--- src/rtl/cgcr_pkg.sv ---
// Summary of operation
// - Three-bit strength codes, all ones strongest; byte 13 holds PCI 7:5, USB 4:2.
// - Single-ended group strength is a three-bit code in byte 14 bits 7:5.
// - SATA clock spreads while spread enable is one, its reset value; else unspread.
// - At power-up the strap pin loads the mode bits; release bit resets to one.
// - After release bit is written zero, writes with latches open overwrite strap bits.
// - Overwritable: byte0 bit2, byte1 bits 6,4,3, byte9 bit1, byte11 bit5.
// - Software stop bit zero stops stoppable outputs synchronously, no short pulse.
// - Software stop bit one, its reset value, restarts stopped outputs without short pulse.
// - Multiplier nine bits: byte 15 plus byte 16 bit 7; divider byte 16 bits 6:0.
// - Programmed multiplier and divider affect the CPU clock only while enabled.
// - Programmable CPU enable is byte 18 bit 4, reset zero.
// - Enabled CPU frequency is gear constant times multiplier divided by divider.
`default_nettype none
package cgcr_pkg;
    localparam logic [7:0] OFS_STRAP_B0   = 8'h00;
    localparam logic [7:0] OFS_STRAP_B1   = 8'h01;
    localparam logic [7:0] OFS_STRAP_B9   = 8'h09;
    localparam logic [7:0] OFS_STRAP_B11  = 8'h0b;
    localparam logic [7:0] OFS_BYTE_COUNT = 8'h0c;
    localparam logic [7:0] OFS_DRIVE      = 8'h0d;
    localparam logic [7:0] OFS_CONTROL    = 8'h0e;
    localparam logic [7:0] OFS_MULT_LOW   = 8'h0f;
    localparam logic [7:0] OFS_MULT_DIV   = 8'h10;
    localparam logic [7:0] OFS_PROG_EN    = 8'h12;

    localparam logic [5:0] RST_BYTE_COUNT = 6'h13;
    localparam logic [7:0] RST_DRIVE      = 8'h48;
    localparam logic [2:0] RST_SE         = 3'h2;
    localparam logic       RST_SATA       = 1'b1;
    localparam logic       RST_RELEASE    = 1'b1;
    localparam logic       RST_SW_STOP    = 1'b1;

    // Byte 14, 16 and 18 field positions
    localparam int B14_SE_LSB  = 5;
    localparam int B14_SATA    = 2;
    localparam int B14_RELEASE = 1;
    localparam int B14_SW_STOP = 0;
    localparam int B16_N8      = 7;
    localparam int B18_PROG    = 4;
    // Strap bit positions inside their bytes
    localparam int SB_B0  = 2;
    localparam int SB_B1A = 6;
    localparam int SB_B1B = 4;
    localparam int SB_B1C = 3;
    localparam int SB_B9  = 1;
    localparam int SB_B11 = 5;

    typedef struct packed {
        logic [2:0] pci;
        logic [2:0] usb;
        logic       ref_bit2;
        logic       ref_bit0;
        logic [2:0] single_ended;
    } cgcr_drive_t;
endpackage : cgcr_pkg
`default_nettype wire

--- src/rtl/cgcr_regs.sv ---
`default_nettype none
module cgcr_regs
    import cgcr_pkg::*;
#(
    parameter int MULT_W = 9,
    parameter int DIV_W  = 7
) (
    input  wire logic              clock,
    input  wire logic              reset_n,
    input  wire logic              reg_wr,
    input  wire logic              reg_rd,
    input  wire logic [7:0]        reg_addr,
    input  wire logic [7:0]        reg_wdata,
    output var  logic [7:0]        reg_rdata_q,
    output var  logic              reg_rvalid_q,
    input  wire logic              config_strap_pin,
    input  wire logic              latches_open,
    input  wire logic              out_low_phase,
    output var  logic [5:0]        strap_bits_q,
    output var  cgcr_drive_t       drive_q,
    output var  logic              sata_spread_enable_q,
    output var  logic              stoppable_run_q,
    output var  logic              cpu_prog_enable_q,
    output var  logic [MULT_W-1:0] cpu_freq_multiplier_q,
    output var  logic [DIV_W-1:0]  cpu_freq_divider_q
);
    if (MULT_W != 9 || DIV_W != 7) begin : g_width_check
        $error("cgcr_regs: multiplier must be 9 bits and divider 7 bits");
    end

    logic       rst_a_q;
    logic       rst_q;
    logic       strap_done_q;
    logic [5:0] bc_q;
    logic       sw_stop_q;
    logic       release_q;
    logic [7:0] n_low_q;
    logic       n_high_q;
    logic [6:0] m_q;

    always_ff @(posedge clock or negedge reset_n) begin
        if (!reset_n) begin
            rst_a_q <= 1'b0;
            rst_q   <= 1'b0;
        end else begin
            rst_a_q <= 1'b1;
            rst_q   <= rst_a_q;
        end
    end

    wire logic wr_bc    = reg_wr && reg_addr == OFS_BYTE_COUNT;
    wire logic wr_drive = reg_wr && reg_addr == OFS_DRIVE;
    wire logic wr_ctl   = reg_wr && reg_addr == OFS_CONTROL;
    wire logic wr_nlo   = reg_wr && reg_addr == OFS_MULT_LOW;
    wire logic wr_ndiv  = reg_wr && reg_addr == OFS_MULT_DIV;
    wire logic wr_prog  = reg_wr && reg_addr == OFS_PROG_EN;
    // Strap overwrite only while released and the latches are still open
    wire logic strap_wr_ok = strap_done_q && !release_q && latches_open;
    wire logic wr_s0  = strap_wr_ok && reg_wr && reg_addr == OFS_STRAP_B0;
    wire logic wr_s1  = strap_wr_ok && reg_wr && reg_addr == OFS_STRAP_B1;
    wire logic wr_s9  = strap_wr_ok && reg_wr && reg_addr == OFS_STRAP_B9;
    wire logic wr_s11 = strap_wr_ok && reg_wr && reg_addr == OFS_STRAP_B11;

    wire logic [7:0] ctl_rd = {drive_q.single_ended, 2'b00, sata_spread_enable_q,
                               release_q, sw_stop_q};
    wire logic [7:0] drive_rd = {drive_q.pci, drive_q.usb, drive_q.ref_bit2,
                                 drive_q.ref_bit0};

    logic [7:0] rd_mux;
    always_comb begin
        rd_mux = 8'h00;
        case (reg_addr)
            OFS_BYTE_COUNT: rd_mux = {2'b00, bc_q};
            OFS_DRIVE:      rd_mux = drive_rd;
            OFS_CONTROL:    rd_mux = ctl_rd;
            OFS_MULT_LOW:   rd_mux = n_low_q;
            OFS_MULT_DIV:   rd_mux = {n_high_q, m_q};
            OFS_PROG_EN:    rd_mux = {3'b000, cpu_prog_enable_q, 4'h0};
            default:        rd_mux = 8'h00;
        endcase
    end

    always_ff @(posedge clock or negedge rst_q) begin
        if (!rst_q) begin
            reg_rdata_q  <= 8'h00;
            reg_rvalid_q <= 1'b0;
        end else begin
            reg_rdata_q  <= reg_rd ? rd_mux : reg_rdata_q;
            reg_rvalid_q <= reg_rd;
        end
    end

    // Strap is sampled after reset release, never inside the async branch
    always_ff @(posedge clock or negedge rst_q) begin
        if (!rst_q) begin
            strap_done_q <= 1'b0;
            strap_bits_q <= 6'h00;
        end else if (!strap_done_q) begin
            strap_done_q <= 1'b1;
            strap_bits_q <= {6{config_strap_pin}};
        end else begin
            if (wr_s0) strap_bits_q[0] <= reg_wdata[SB_B0];
            if (wr_s1) begin
                strap_bits_q[1] <= reg_wdata[SB_B1A];
                strap_bits_q[2] <= reg_wdata[SB_B1B];
                strap_bits_q[3] <= reg_wdata[SB_B1C];
            end
            if (wr_s9)  strap_bits_q[4] <= reg_wdata[SB_B9];
            if (wr_s11) strap_bits_q[5] <= reg_wdata[SB_B11];
        end
    end

    always_ff @(posedge clock or negedge rst_q) begin
        if (!rst_q) begin
            bc_q                 <= RST_BYTE_COUNT;
            drive_q              <= {RST_DRIVE, RST_SE};
            sata_spread_enable_q <= RST_SATA;
            release_q            <= RST_RELEASE;
            sw_stop_q            <= RST_SW_STOP;
        end else begin
            if (wr_bc) bc_q <= reg_wdata[5:0];
            if (wr_drive) begin
                drive_q.pci      <= reg_wdata[7:5];
                drive_q.usb      <= reg_wdata[4:2];
                drive_q.ref_bit2 <= reg_wdata[1];
                drive_q.ref_bit0 <= reg_wdata[0];
            end
            if (wr_ctl) begin
                drive_q.single_ended <= reg_wdata[B14_SE_LSB +: 3];
                sata_spread_enable_q <= reg_wdata[B14_SATA];
                release_q            <= reg_wdata[B14_RELEASE];
                sw_stop_q            <= reg_wdata[B14_SW_STOP];
            end
        end
    end

    // Gate moves only in the outputs' low phase so no pulse is cut short
    always_ff @(posedge clock or negedge rst_q) begin
        if (!rst_q) begin
            stoppable_run_q <= RST_SW_STOP;
        end else if (out_low_phase) begin
            stoppable_run_q <= sw_stop_q;
        end
    end

    always_ff @(posedge clock or negedge rst_q) begin
        if (!rst_q) begin
            n_low_q           <= 8'h00;
            n_high_q          <= 1'b0;
            m_q               <= 7'h00;
            cpu_prog_enable_q <= 1'b0;
        end else begin
            if (wr_nlo) n_low_q <= reg_wdata;
            if (wr_ndiv) begin
                n_high_q <= reg_wdata[B16_N8];
                m_q      <= reg_wdata[6:0];
            end
            if (wr_prog) cpu_prog_enable_q <= reg_wdata[B18_PROG];
        end
    end

    // The PLL scales its gear constant by these; zero means hold the table ratio.
    // A divider change lands with its own byte, so the host pairs it with the
    // multiplier low byte in the write just before it; each byte applies one cycle after it lands, so a brief transient ratio remains.
    always_ff @(posedge clock or negedge rst_q) begin
        if (!rst_q) begin
            cpu_freq_multiplier_q <= '0;
            cpu_freq_divider_q    <= '0;
        end else begin
            cpu_freq_multiplier_q <= cpu_prog_enable_q ? {n_high_q, n_low_q} : 9'h000;
            cpu_freq_divider_q    <= cpu_prog_enable_q ? m_q : 7'h00;
        end
    end

    // Read port: one answer a cycle after each strobe, data held between reads
    read_answer_a: assert property (@(posedge clock) disable iff (!rst_q)
        reg_rd |=> reg_rvalid_q ##1 !reg_rvalid_q || $past(reg_rd))
        else $error("read answer not one cycle after request");

    rvalid_idle_a: assert property (@(posedge clock) disable iff (!rst_q)
        !reg_rd |=> !reg_rvalid_q)
        else $error("read answer without request");

    read_hold_a: assert property (@(posedge clock) disable iff (!rst_q)
        !reg_rd |=> $stable(reg_rdata_q))
        else $error("read data moved without a read");

    bc_reserved_a: assert property (@(posedge clock) disable iff (!rst_q)
        (reg_rd && reg_addr == OFS_BYTE_COUNT) |=> reg_rdata_q[7:6] == 2'b00)
        else $error("byte count reserved bits not zero");

    ctl_reserved_a: assert property (@(posedge clock) disable iff (!rst_q)
        (reg_rd && reg_addr == OFS_CONTROL) |=> reg_rdata_q[4:3] == 2'b00)
        else $error("control reserved bits not zero");

    prog_reserved_a: assert property (@(posedge clock) disable iff (!rst_q)
        (reg_rd && reg_addr == OFS_PROG_EN) |=> reg_rdata_q[7:5] == 3'b000
                                                && reg_rdata_q[3:0] == 4'h0)
        else $error("enable byte reserved bits not zero");

    strap_read_a: assert property (@(posedge clock) disable iff (!rst_q)
        (reg_rd && reg_addr == OFS_STRAP_B1) |=> reg_rdata_q == 8'h00)
        else $error("strap byte read back not zero");

    bc_write_a: assert property (@(posedge clock) disable iff (!rst_q)
        wr_bc |=> bc_q == $past(reg_wdata[5:0]))
        else $error("byte count did not take written value");

    drive_write_a: assert property (@(posedge clock) disable iff (!rst_q)
        wr_drive |=> drive_q.pci == $past(reg_wdata[7:5])
                     && drive_q.usb == $past(reg_wdata[4:2]))
        else $error("strength codes did not take written value");

    drive_hold_a: assert property (@(posedge clock) disable iff (!rst_q)
        !wr_drive |=> $stable(drive_q.pci) && $stable(drive_q.usb))
        else $error("strength codes moved without a write");

    se_write_a: assert property (@(posedge clock) disable iff (!rst_q)
        wr_ctl |=> drive_q.single_ended == $past(reg_wdata[B14_SE_LSB +: 3]))
        else $error("single-ended strength did not take written value");

    sata_write_a: assert property (@(posedge clock) disable iff (!rst_q)
        wr_ctl |=> sata_spread_enable_q == $past(reg_wdata[B14_SATA]))
        else $error("spread enable did not take written value");

    sata_hold_a: assert property (@(posedge clock) disable iff (!rst_q)
        !wr_ctl |=> $stable(sata_spread_enable_q))
        else $error("spread enable moved without a write");

    // Mode bits: loaded once from the strap, then only through the open window
    strap_capture_a: assert property (@(posedge clock) disable iff (!rst_q)
        !strap_done_q |=> strap_bits_q == {6{$past(config_strap_pin)}})
        else $error("mode bits not loaded from strap");

    release_write_a: assert property (@(posedge clock) disable iff (!rst_q)
        wr_ctl |=> release_q == $past(reg_wdata[B14_RELEASE]))
        else $error("release bit did not take written value");

    strap_lock_a: assert property (@(posedge clock) disable iff (!rst_q)
        ($past(strap_done_q) && $past(release_q)) |-> $stable(strap_bits_q))
        else $error("strap bits changed while locked");

    strap_open_a: assert property (@(posedge clock) disable iff (!rst_q)
        ($past(strap_done_q) && !$past(latches_open)) |-> $stable(strap_bits_q))
        else $error("strap bits changed with latches closed");

    strap_b0_a: assert property (@(posedge clock) disable iff (!rst_q)
        wr_s0 |=> strap_bits_q[0] == $past(reg_wdata[SB_B0]))
        else $error("byte 0 mode bit not overwritten");

    strap_b1_a: assert property (@(posedge clock) disable iff (!rst_q)
        wr_s1 |=> strap_bits_q[3:1] == {$past(reg_wdata[SB_B1C]), $past(reg_wdata[SB_B1B]),
                                        $past(reg_wdata[SB_B1A])})
        else $error("byte 1 mode bits not overwritten");

    strap_b9_a: assert property (@(posedge clock) disable iff (!rst_q)
        wr_s9 |=> strap_bits_q[4] == $past(reg_wdata[SB_B9]))
        else $error("byte 9 mode bit not overwritten");

    strap_b11_a: assert property (@(posedge clock) disable iff (!rst_q)
        wr_s11 |=> strap_bits_q[5] == $past(reg_wdata[SB_B11]))
        else $error("byte 11 mode bit not overwritten");

    stop_write_a: assert property (@(posedge clock) disable iff (!rst_q)
        wr_ctl |=> sw_stop_q == $past(reg_wdata[B14_SW_STOP]))
        else $error("software stop bit did not take written value");

    stop_phase_a: assert property (@(posedge clock) disable iff (!rst_q)
        $changed(stoppable_run_q) |-> $past(out_low_phase))
        else $error("output gate moved outside low phase");

    stop_apply_a: assert property (@(posedge clock) disable iff (!rst_q)
        (out_low_phase && !sw_stop_q) |=> !stoppable_run_q)
        else $error("stoppable outputs not stopped");

    stop_follow_a: assert property (@(posedge clock) disable iff (!rst_q)
        (out_low_phase && sw_stop_q) |=> stoppable_run_q)
        else $error("stopped outputs not resumed");

    mult_write_a: assert property (@(posedge clock) disable iff (!rst_q)
        (wr_nlo && cpu_prog_enable_q && !wr_prog) |=> ##1
            cpu_freq_multiplier_q[7:0] == $past(reg_wdata, 2))
        else $error("multiplier low byte not applied");

    div_write_a: assert property (@(posedge clock) disable iff (!rst_q)
        wr_ndiv |=> m_q == $past(reg_wdata[6:0]) && n_high_q == $past(reg_wdata[B16_N8]))
        else $error("divider byte did not take written value");

    prog_gate_a: assert property (@(posedge clock) disable iff (!rst_q)
        !$past(cpu_prog_enable_q) |-> cpu_freq_multiplier_q == 9'h000
                                      && cpu_freq_divider_q == 7'h00)
        else $error("programmed ratio applied while disabled");

    prog_write_a: assert property (@(posedge clock) disable iff (!rst_q)
        wr_prog |=> cpu_prog_enable_q == $past(reg_wdata[B18_PROG]))
        else $error("programmable enable did not take written value");

    prog_apply_a: assert property (@(posedge clock) disable iff (!rst_q)
        cpu_prog_enable_q |=> cpu_freq_multiplier_q == {$past(n_high_q), $past(n_low_q)}
                              && cpu_freq_divider_q == $past(m_q))
        else $error("programmed ratio not applied while enabled");
endmodule : cgcr_regs
`default_nettype wire

--- config.mk ---
export PLATFORM = sky130hd
export DESIGN_NAME = cgcr_regs
export DESIGN_NICKNAME = d
export VERILOG_FILES = /design/src/rtl/cgcr_pkg.sv /design/src/rtl/cgcr_regs.sv
export SDC_FILE = /design/constraint.sdc
export NUM_CORES = 1
export LEC_CHECK = 0
export BUFFER_PORTS_ARGS = -buffer_cell sky130_fd_sc_hd__buf_2
export CAP_MARGIN = 20
export CORE_MARGIN = 1
export CORE_UTILIZATION = 55
export CTS_CLUSTER_SIZE = 16
export DETAILED_ROUTE_END_ITERATION = 8
export PLACE_DENSITY = 0.81
export SETUP_SLACK_MARGIN = 0.15
export SYNTH_ARGS = -nofsm -noshare
export SYNTH_HDL_FRONTEND = slang
export SYNTH_SLANG_ARGS = --single-unit
--- constraint.sdc ---
create_clock -name clock -period 4.7 [get_ports clock]
set_input_delay 0.94 -clock clock [delete_from_list [all_inputs] [get_ports clock]]
set_output_delay 0.94 -clock clock [all_outputs]
set_load 0.05 [all_outputs]
==> run metrics, run 1 <==
status complete, no violations; Crit Path Category in2reg; headroom to the max-slew limit about 44%; cell count after synthesis approximately 210; initial antenna violation count 0; cell type with the largest total area after synthesis dfrtp_1; clock group share of total power approximately two fifths; die area between 0.005 and 0.006 mm^2; Global Route Usage Sum between 20% and 30%; post-synth top area share roughly half; mux contribution to synthesized area just over 20%; total gr overflow 0; sequential power share 49.5%; pwr dens around 370 mW/mm^2; Slew @ Worst Pin roughly 0.84 ns; Crit Path Max Fanout 11; Crit. End Element register; Skew-Pair Late Insertion Delay 0.34 ns; metal3 WL 322 um; Comb pwr share around 9.8%; wire per inst 16.9 um; H-tree levels 3; Reg clk slew, reported paths approximately 0.070 ns; Cell Rows 26; dpl ws 1.82 ns; R2R depth 4; total CTS buffers 9; antenna viol nets, final 0; cell-internal power around 1.0 mW; Fin. Hold Viols 0; reg2reg start strap_done_q; leading cell type in the layout, fill and taps excluded buf_2; die width roughly 76 um; RePlAce Congestion approximately 0.78; largest family of logic cells by synthesized area multiplexers; Hold Path Class in2async; net switching power figure approximately 0.32 mW; DR vias/cell approximately 5.5; XOR/XNOR Fraction of Synth Area 0%; # resized after CTS 0; Die Height between 70 and 80 um; setup ws final 2.12 ns; share of layout cells above drive strength 1 between 50% and 60%; top layer reached by signal wires met4; Final Max Slew Viols 0; Leak Pwr ~1.8 nW; register area share after synthesis 60.5%; Seq cells post-synth 72; routed vias roughly 2000; I/O Pins 68; R2R setup slack just over 3 ns; core area between 0.005 and 0.006 mm^2; Post-Syn Area 0.00300 mm^2; DRC 0; mean area per synthesized cell 14.1 um^2; Synth Area in Adders 0%; area fraction in compound gates after synthesis around 6.3%; global-route wire length before repair around 9400 um; largest net degree at the start of global routing just over 70; most frequent cells in the layout buf_2 (67), dfrtp_1 (61), mux2_2 (43), and2_1 (17), clkbuf_8 (11); startpoint class of the critical path input port; diodes inserted 0; Filler cells 373; synth-to-layout area growth 20.9%; Final Skew roughly 0.0061 ns; Sw Ratio approximately a quarter; FF-to-FF End strap_bits_q[2]; hpwl dp a little over 4000 um; Final period util a little over half; CTS Buffer Depth 2; hold_buf cts 0; Synth cell types 33; Setup-failing EPs final 0; worst endpoint required time between 4 and 5 ns; drt total wl 6070 um; CTS root buffer clkbuf_8; critical path arrival about 2.8 ns; routed wl met2 2890 um; RSZ-0062 raised after global routing no; vias in the first global route between 1500 and 2000; Port Buffers 67; setup_tns 0 ns; Post-Synth Simple-Gate Area between 10% and 20%; wl on met1 between 2000 and 3000 um; Sink Count between 70 and 80; DRT Pass-1 Iters 4; Initial Utilization around 58%; fin crit period roughly 2.6 ns; # nets final 308; VDD IR max ~0.00024 V; postcts setup bufs 0; Fmax between 300 and 400 MHz; Max-Cap Viols 0; Ys Warns 0; CTS tree yes; synth top area cells dfrtp_1 (52%), mux2_2 (16%), dfstp_2 (8.8%); DR iter-0 viols between 90 and 100
[logic make-up after synthesis]
logic type             count (synthesis)
flip-flops                            72
multiplexers                          51
AND/OR/NAND/NOR                       46
AO/OA/AOI/OAI                         27
buffers and inverters                 16
other                                  1
[metrics by stage]
| stage | cells | utilization (%) | power, mW | hold slack, ns | area [um^2] |
|---|---|---|---|---|---|
| finish | 360 | 70.1 | 1.34 | 0.358 | 3620 |
| global route | 360 | 70.1 | 1.38 | 0.358 | 3620 |
| CTS | 360 | 70.1 | 1.34 | 0.360 | 3620 |
| detailed placement | 344 | 65.7 | 0.806 | 0.347 | 3400 |
| global placement | 344 | 65.7 | 0.803 | 0.337 | 3400 |
| floorplan | 214 | - | 0.762 | 0.331 | 3000 |
[layer usage]
metal,vias up,GRT usage [%]
met2,67,35.3
met5,-,0
met1,999,33.0
met3,10,5.03
met4,0,9.88
li1,916,-
[power by group through the flow]
stage | combinational [mW] | sequential (mW) | clock, mW
after detailed placement | 0.132 | 0.674 | 0
after global routing | 0.141 | 0.665 | 0.577
final | 0.131 | 0.662 | 0.545
after global placement | 0.129 | 0.673 | 0
after CTS | 0.133 | 0.662 | 0.550
after floorplan | 0.0419 | 0.721 | 0
[cell usage after synthesis]
cell type,instances
a21oi_1,5
a221o_1,2
a22o_1,4
a22oi_1,8
and2_1,17
and3_1,2
and4bb_2,1
buf_1,1
buf_2,3
clkbuf_1,4
conb_1,1
dfrtp_1,62
dfstp_2,10
inv_1,8
mux2_2,43
mux2i_1,4
mux4_2,4
nand2_1,3
nand3_1,1
nand3b_1,1
nand4_1,3
nor2_1,4
nor2_2,1
nor2b_1,3
nor3_2,2
nor3b_1,1
nor4_1,3
nor4b_1,1
nor4b_4,1
o21ai_1,1
o22ai_1,7
or3b_2,1
or4_4,1
[worst max path at each step]
stage	endpoint	depth (start not counted)	from
after floorplan	reg_rdata_q[3]	6	reg_addr[1]
after global placement	n_low_q[0]	5	reg_addr[4]
after detailed placement	n_low_q[4]	5	reg_addr[4]
after CTS	n_low_q[1]	5	reg_addr[4]
after global routing	n_low_q[1]	5	reg_addr[4]
final	n_low_q[1]	5	reg_addr[4]
[registers in the layout, indices dropped and copies added, names as in the netlist]
name                   count
rst_a_q                    1
sw_stop_q                  1
release_q                  1
reg_rvalid_q               1
n_low_q                    8
sata_spread_enable_q       1
cpu_freq_divider_q         7
strap_done_q               1
drive_q                   11
strap_bits_q               6
reg_rdata_q                8
rst_q                      1
cpu_freq_multiplier_q      9
cpu_prog_enable_q          1
bc_q                       6
stoppable_run_q            1
n_high_q                   1
m_q                        7
[critical path: stages]
cell    delay [ns]
buf_2         0.12
nor4_1        0.39
and3_1        0.50
and2_1        0.46
mux2_2        0.39
[cell type report]
class	count	area [um^2]	area share, %
Sequential cell	72	1820	50.1
Timing Repair Buffer	68	343	9.46
Clock buffer	13	159	4.39
Clock inverter	3	65.1	1.80
Multi-Input combinational cell	126	1120	31.0
Inverter	8	30.0	0.829
Tap cell	70	87.6	2.42
Note: power is estimated with default switching activity, not from simulation.
==> run 2, diff against run 1 <==
ABC_AREA = 1   (was unset)
CORE_UTILIZATION = 54   (was 55)
PLACE_DENSITY = 0.79   (was 0.81)
clock period = 2.5 ns   (was 4.7 ns; I/O delays follow)
==> run metrics, run 2 <==
register area 0.00182 mm^2 (unchanged); Seq cells post-synth 72 (unchanged); CP max-delay cell dfrtp_1; ys flop type dfrtp_1; wire per inst 13.5 um (-20%); Port Buffers 67 (unchanged); leading cell type in the layout, fill and taps excluded nand2_1; cell type with the largest total area after synthesis dfrtp_1; register area share after synthesis 56.7% (-3.8 points); synth-to-layout area growth 18.5%; diodes inserted 0 (unchanged); Fin. Hold Viols 0 (unchanged); Initial Utilization 57.1% (-0.89 points); headroom to the max-slew limit 63.4% (+19 points); die width 79.0 um (+4.2%); Slew @ Worst Pin 0.549 ns (-0.291 ns); share of flip-flops with an asynchronous set or reset 100% (unchanged); # nets final 437 (+42%); Final period util between 70% and 80%; Synth cell types 29 (-12%); setup_tns 0 ns (unchanged); CP Buf/Inv Count 1 (unchanged); Filler cells 475 (+27%); startpoint class of the critical path register; most frequent cells in the layout nand2_1 (92), buf_2 (67), dfrtp_1 (61), nand3_1 (54), inv_1 (37); Multi-input gate area 0.00117 mm^2 (+3.8%); RePlAce Congestion 0.872 (+12%); CTS Buffer Depth 2 (unchanged); DR iter-0 viols 164 (+80%); Setup-failing EPs final 0 (unchanged); overall power 2.42 mW (+81%); status complete, no violations; Fmax 528 MHz; DR vias/cell 5.18 (-6.5%); Crit. End Element output port; post-synth top area share 48.5% (-3.3 points); largest net degree at the start of global routing 71 (unchanged); total CTS buffers 9 (unchanged); Ys Warns 0 (unchanged); postcts setup bufs 0 (unchanged); I/O Pins 68 (unchanged); RSZ-0062 raised after global routing no; CTS root buffer clkbuf_8; share of layout cells above drive strength 1 28.9% (-22 points); total gr overflow 0 (unchanged); Skew-Pair Late Insertion Delay 0.34 ns (about the same); top-count cell post-synth nand2_1; Sink Count 72 (unchanged); worst-path cell chain buf_2; hpwl dp 4870 um (+19%); Final Max Slew Viols 0 (unchanged); mean area per synthesized cell 9.33 um^2 (-34%); CTS tree yes; Post-Syn Area 0.00320 mm^2 (+6.8%); hold_buf cts 1 (+1); Crit Path Category reg2out; Die Height 79.0 um (+4.2%); DRT Pass-1 Iters 4 (unchanged); vias in the first global route 2473 (+33%); drt total wl 6640 um (+9.5%); CP top delay family flip-flops; Leak Pwr 2.07 nW (+14%); core area 0.00561 mm^2 (+8.4%); max reg flops 11 (unchanged); H-tree levels 3 (unchanged); antenna viol nets, final 0 (unchanged); worst endpoint required time 2.00 ns (-2.93 ns); routed vias 2541 (+28%); Reg clk slew, reported paths 0.07 ns (about the same); Post-synth EDFFs 0 (unchanged); die area 0.00624 mm^2 (+8.5%); # resized after CTS 0 (unchanged); Top Registers drive_q (11), cpu_freq_multiplier_q (9); fin crit period between 1.5 and 2 ns; Hold Path Class reg2async; initial antenna violation count 0 (unchanged); pwr dens 638 mW/mm^2 (+73%); global-route wire length before repair 11500 um (+22%); top post-synthesis cells by count nand2_1 (92), dfrtp_1 (62), nand3_1 (54); Crit Path Max Fanout 19 (+8); Final Skew 0.00515 ns (-0.000984 ns); Global Route Usage Sum 24.2% (+0.81 points); Cell Rows 27 (+3.8%); Crit path largest cell delay 0.69 ns (+0.19 ns); critical path arrival 1.39 ns (-1.41 ns); DRC 0 (unchanged); Reg with most FFs drive_q; Max-Cap Viols 0 (unchanged); VDD IR max 0.000474 V (+97%); cell count after synthesis 343 (+61%); synth top area cells dfrtp_1 (48%), nand2_1 (11%), nand3_1 (8.4%)
[run 2: through the flow]
step	setup WS, ns	area (um^2)	cells	hold WS [ns]	util [%]
2_1_floorplan	0.364	3200	344	0.204	-
3_3_place_gp	0.588	3580	474	0.287	63.9
3_5_place_dp	0.509	3580	474	0.292	63.9
4_1_cts	0.597	3790	491	0.314	67.6
5_1_grt	0.505	3790	491	0.331	67.6
6_report	0.606	3790	491	0.284	67.6
[run 2: cell families (layout without fill, tap and decap cells)]
family | count (synthesis) | in the layout | synth area share (%)
AND/OR/NAND/NOR | 173 | 173 | 27.0
flip-flops | 72 | 72 | 56.7
buffers and inverters | 50 | 125 | 7.00
AO/OA/AOI/OAI | 46 | 46 | 8.84
other | 1 | 2 | 0.117
multiplexers | 1 | 1 | 0.352
[run 2: where the power goes]
part           internal, mW  switching (mW)  total, mW
clock network         0.482           0.409      0.892
logic                0.0689           0.200      0.269
registers              1.22          0.0403       1.26
total                  1.77           0.649       2.42
[run 2: cell type report]
class | count | share of cell area [%]
clock inverter | 6 | 1.55
timing repair buffer | 71 | 10.0
tap | 72 | 2.38
clock buffer | 10 | 3.63
multi-input combinational | 222 | 30.8
inverter | 38 | 3.76
sequential | 72 | 47.9
[run 2: routing by layer]
| layer | part of all wire [%] | track usage (%) |
|---|---|---|
| met4 | 2.5 | 12.2 |
| met3 | 4.8 | 4.02 |
| met5 | 0 | 0 |
| met1 | 44 | 31.0 |
| met2 | 49 | 39.7 |
[run 2: path summary, 6_finish.rpt]
| check | start | endpoint | slack, ns | depth (start not counted) |
|---|---|---|---|---|
| max in group asynchronous | rst_q | sata_spread_enable_q | 1.88 | 1 |
| min in group clock | rst_a_q | rst_q | 0.36 | 0 |
| worst max-delay path | cpu_prog_enable_q | cpu_prog_enable_q | 0.61 | 1 |
| worst min-delay path | rst_q | cpu_freq_multiplier_q[6] | 0.28 | 1 |
| worst min register to register | rst_q | cpu_freq_multiplier_q[6] | 0.28 | 1 |
| worst max register to register | strap_done_q | strap_bits_q[2] | 1.13 | 5 |
==> run 3, diff against run 2 <==
clock period = 1.8 ns   (was 2.5 ns; I/O delays follow)
==> run metrics, run 3 (synthesis gave the netlist of run 2 again) <==
Crit Path Max Fanout 3 (-16); # resized after CTS 0 (unchanged); CP top delay family flip-flops; Top Registers drive_q (11), cpu_freq_multiplier_q (9); total CTS buffers 9 (unchanged); hpwl dp 5230 um (+7.3%); CTS Buffer Depth 2 (unchanged); Hold Path Class in2reg; Final period util between 80% and 90%; wire per inst 14.2 um (+5.1%); Final Max Slew Viols 0 (unchanged); DR iter-0 viols 146 (-11%); Global Route Usage Sum 26.0% (+1.7 points); CP Buf/Inv Count 1 (unchanged); global-route wire length before repair 12100 um (+4.9%); Final Non-Filler Cells 493 (+0.41%); Crit. End Element output port; Reg clk slew, reported paths 0.07 ns (about the same); vias in the first global route 2507 (+1.4%); RSZ-0062 raised after global routing no; hold_sp reg_rd; Final Util 67.5% (about the same); FF-to-FF End strap_bits_q[4]; reg2reg start strap_done_q; critical path arrival 1.17 ns (-0.22 ns); total gr overflow 0 (unchanged); Crit Path Category reg2out; most frequent cells in the layout nand2_1 (92), buf_2 (67), dfrtp_1 (61), nand3_1 (54), inv_1 (37); CTS root buffer clkbuf_8; Leak Pwr 2.07 nW (about the same); CP max-delay cell dfstp_2; Initial Utilization 57.1% (unchanged); CTS tree yes; routed vias 2651 (+4.3%); largest net degree at the start of global routing 39 (-45%); DRC 0 (unchanged); R2R setup slack 0.42 ns (-0.71 ns); Die Height 79.0 um (unchanged); drt total wl 7010 um (+5.5%); die area 0.00624 mm^2 (unchanged); R2R depth 5 (unchanged); hold endpoint reg_rvalid_q; Crit path largest cell delay 0.56 ns (-0.13 ns); diodes inserted 0 (unchanged); Port Buffers 67 (unchanged); Min-Delay Path Depth 1; synth-to-layout area growth 18.3% (about the same); leading cell type in the layout, fill and taps excluded nand2_1; share of layout cells above drive strength 1 29.0% (+0.10 points); dpl cells 477 (+0.63%); max reg flops 11 (unchanged); pwr dens 871 mW/mm^2 (+36%); core area 0.00561 mm^2 (unchanged); Area after DPL 0.00359 mm^2 (+0.28%); initial antenna violation count 0 (unchanged); Cell Rows 27 (unchanged); overall power 3.30 mW (+36%); Reg with most FFs drive_q; I/O Pins 68 (unchanged); Skew-Pair Late Insertion Delay 0.34 ns (about the same); Fmax ~650 MHz; postcts setup bufs 0 (unchanged); startpoint class of the critical path register; antenna viol nets, final 0 (unchanged); Finished Cell Area 0.00379 mm^2 (about the same); H-tree levels 3 (unchanged); Sink Count 72 (unchanged); fin crit period 1.53 ns; Fin. Hold Viols 0 (unchanged); die width 79.0 um (unchanged); hold_buf cts 1 (unchanged); status complete, no violations; Final Skew 0.00468 ns (-0.000472 ns); DR vias/cell 5.38 (+3.9%); setup_tns 0 ns (unchanged); Max-Cap Viols 0 (unchanged); worst endpoint required time 1.44 ns (-0.56 ns); RePlAce Congestion 0.889 (+2.0%); # nets final 440 (+0.69%); worst-path cell chain buf_2; VDD IR max 0.000549 V (+16%); Setup-failing EPs final 0 (unchanged); DRT Pass-1 Iters 4 (unchanged)
run 3: cell count changes in the layout (fill, tap and decap cells not counted), sizes merged:
cell / change
bufinv: -1
clkinv: -3
clkbuf: +3
buf: +3
run 3: report_power, final:
part           switching (mW)  total [mW]  internal, mW
logic                   0.285       0.381        0.0961
registers              0.0517        1.75          1.69
clock network           0.566        1.17         0.606
run 3: worst max path at each step:
stage                               from                     to  slack [ns]  cells past startpoint
floorplan              cpu_prog_enable_q  cpu_freq_divider_q[2]        0.44                      4
global placement             reg_addr[6]             n_low_q[0]        0.28                      8
detailed placement           reg_addr[6]             drive_q[2]        0.24                      8
CTS                    cpu_prog_enable_q      cpu_prog_enable_q        0.26                      2
global route           cpu_prog_enable_q      cpu_prog_enable_q        0.22                      2
finish              sata_spread_enable_q   sata_spread_enable_q        0.27                      1
run 3: routing by layer:
metal / track usage, % / up-vias / wire length [um]
met4: 15.5 / 0 / 250
met5: 0 / - / 0
met2: 40.6 / 75 / 3390
met1: 33.8 / 1282 / 3050
li1: - / 1276 / -
met3: 4.60 / 18 / 314
run 3: through the flow:
step | setup slack (ns) | hold WS, ns
final | 0.272 | 0.217
after global routing | 0.221 | 0.210
after CTS | 0.259 | 0.206
after detailed placement | 0.242 | 0.149
after global placement | 0.281 | 0.146
after floorplan | 0.439 | 0.0644
run 3: layout make-up:
class | count | area [um^2]
Inverter | 38 | 143
Timing Repair Buffer | 74 | 390
Fill cell | 489 | 1820
Multi-Input combinational cell | 222 | 1170
Clock buffer | 13 | 169
Clock inverter | 2 | 13.8
Sequential cell | 72 | 1820
Tap cell | 72 | 90.1
run 3: worst register-to-register path: stages (launching register included):
cell and delay, ns:
dfrtp_1 0.59, nand3_1 0.15, nor2_1 0.16, nand4_1 0.15, nand3_1 0.12, o211ai_1 0.09
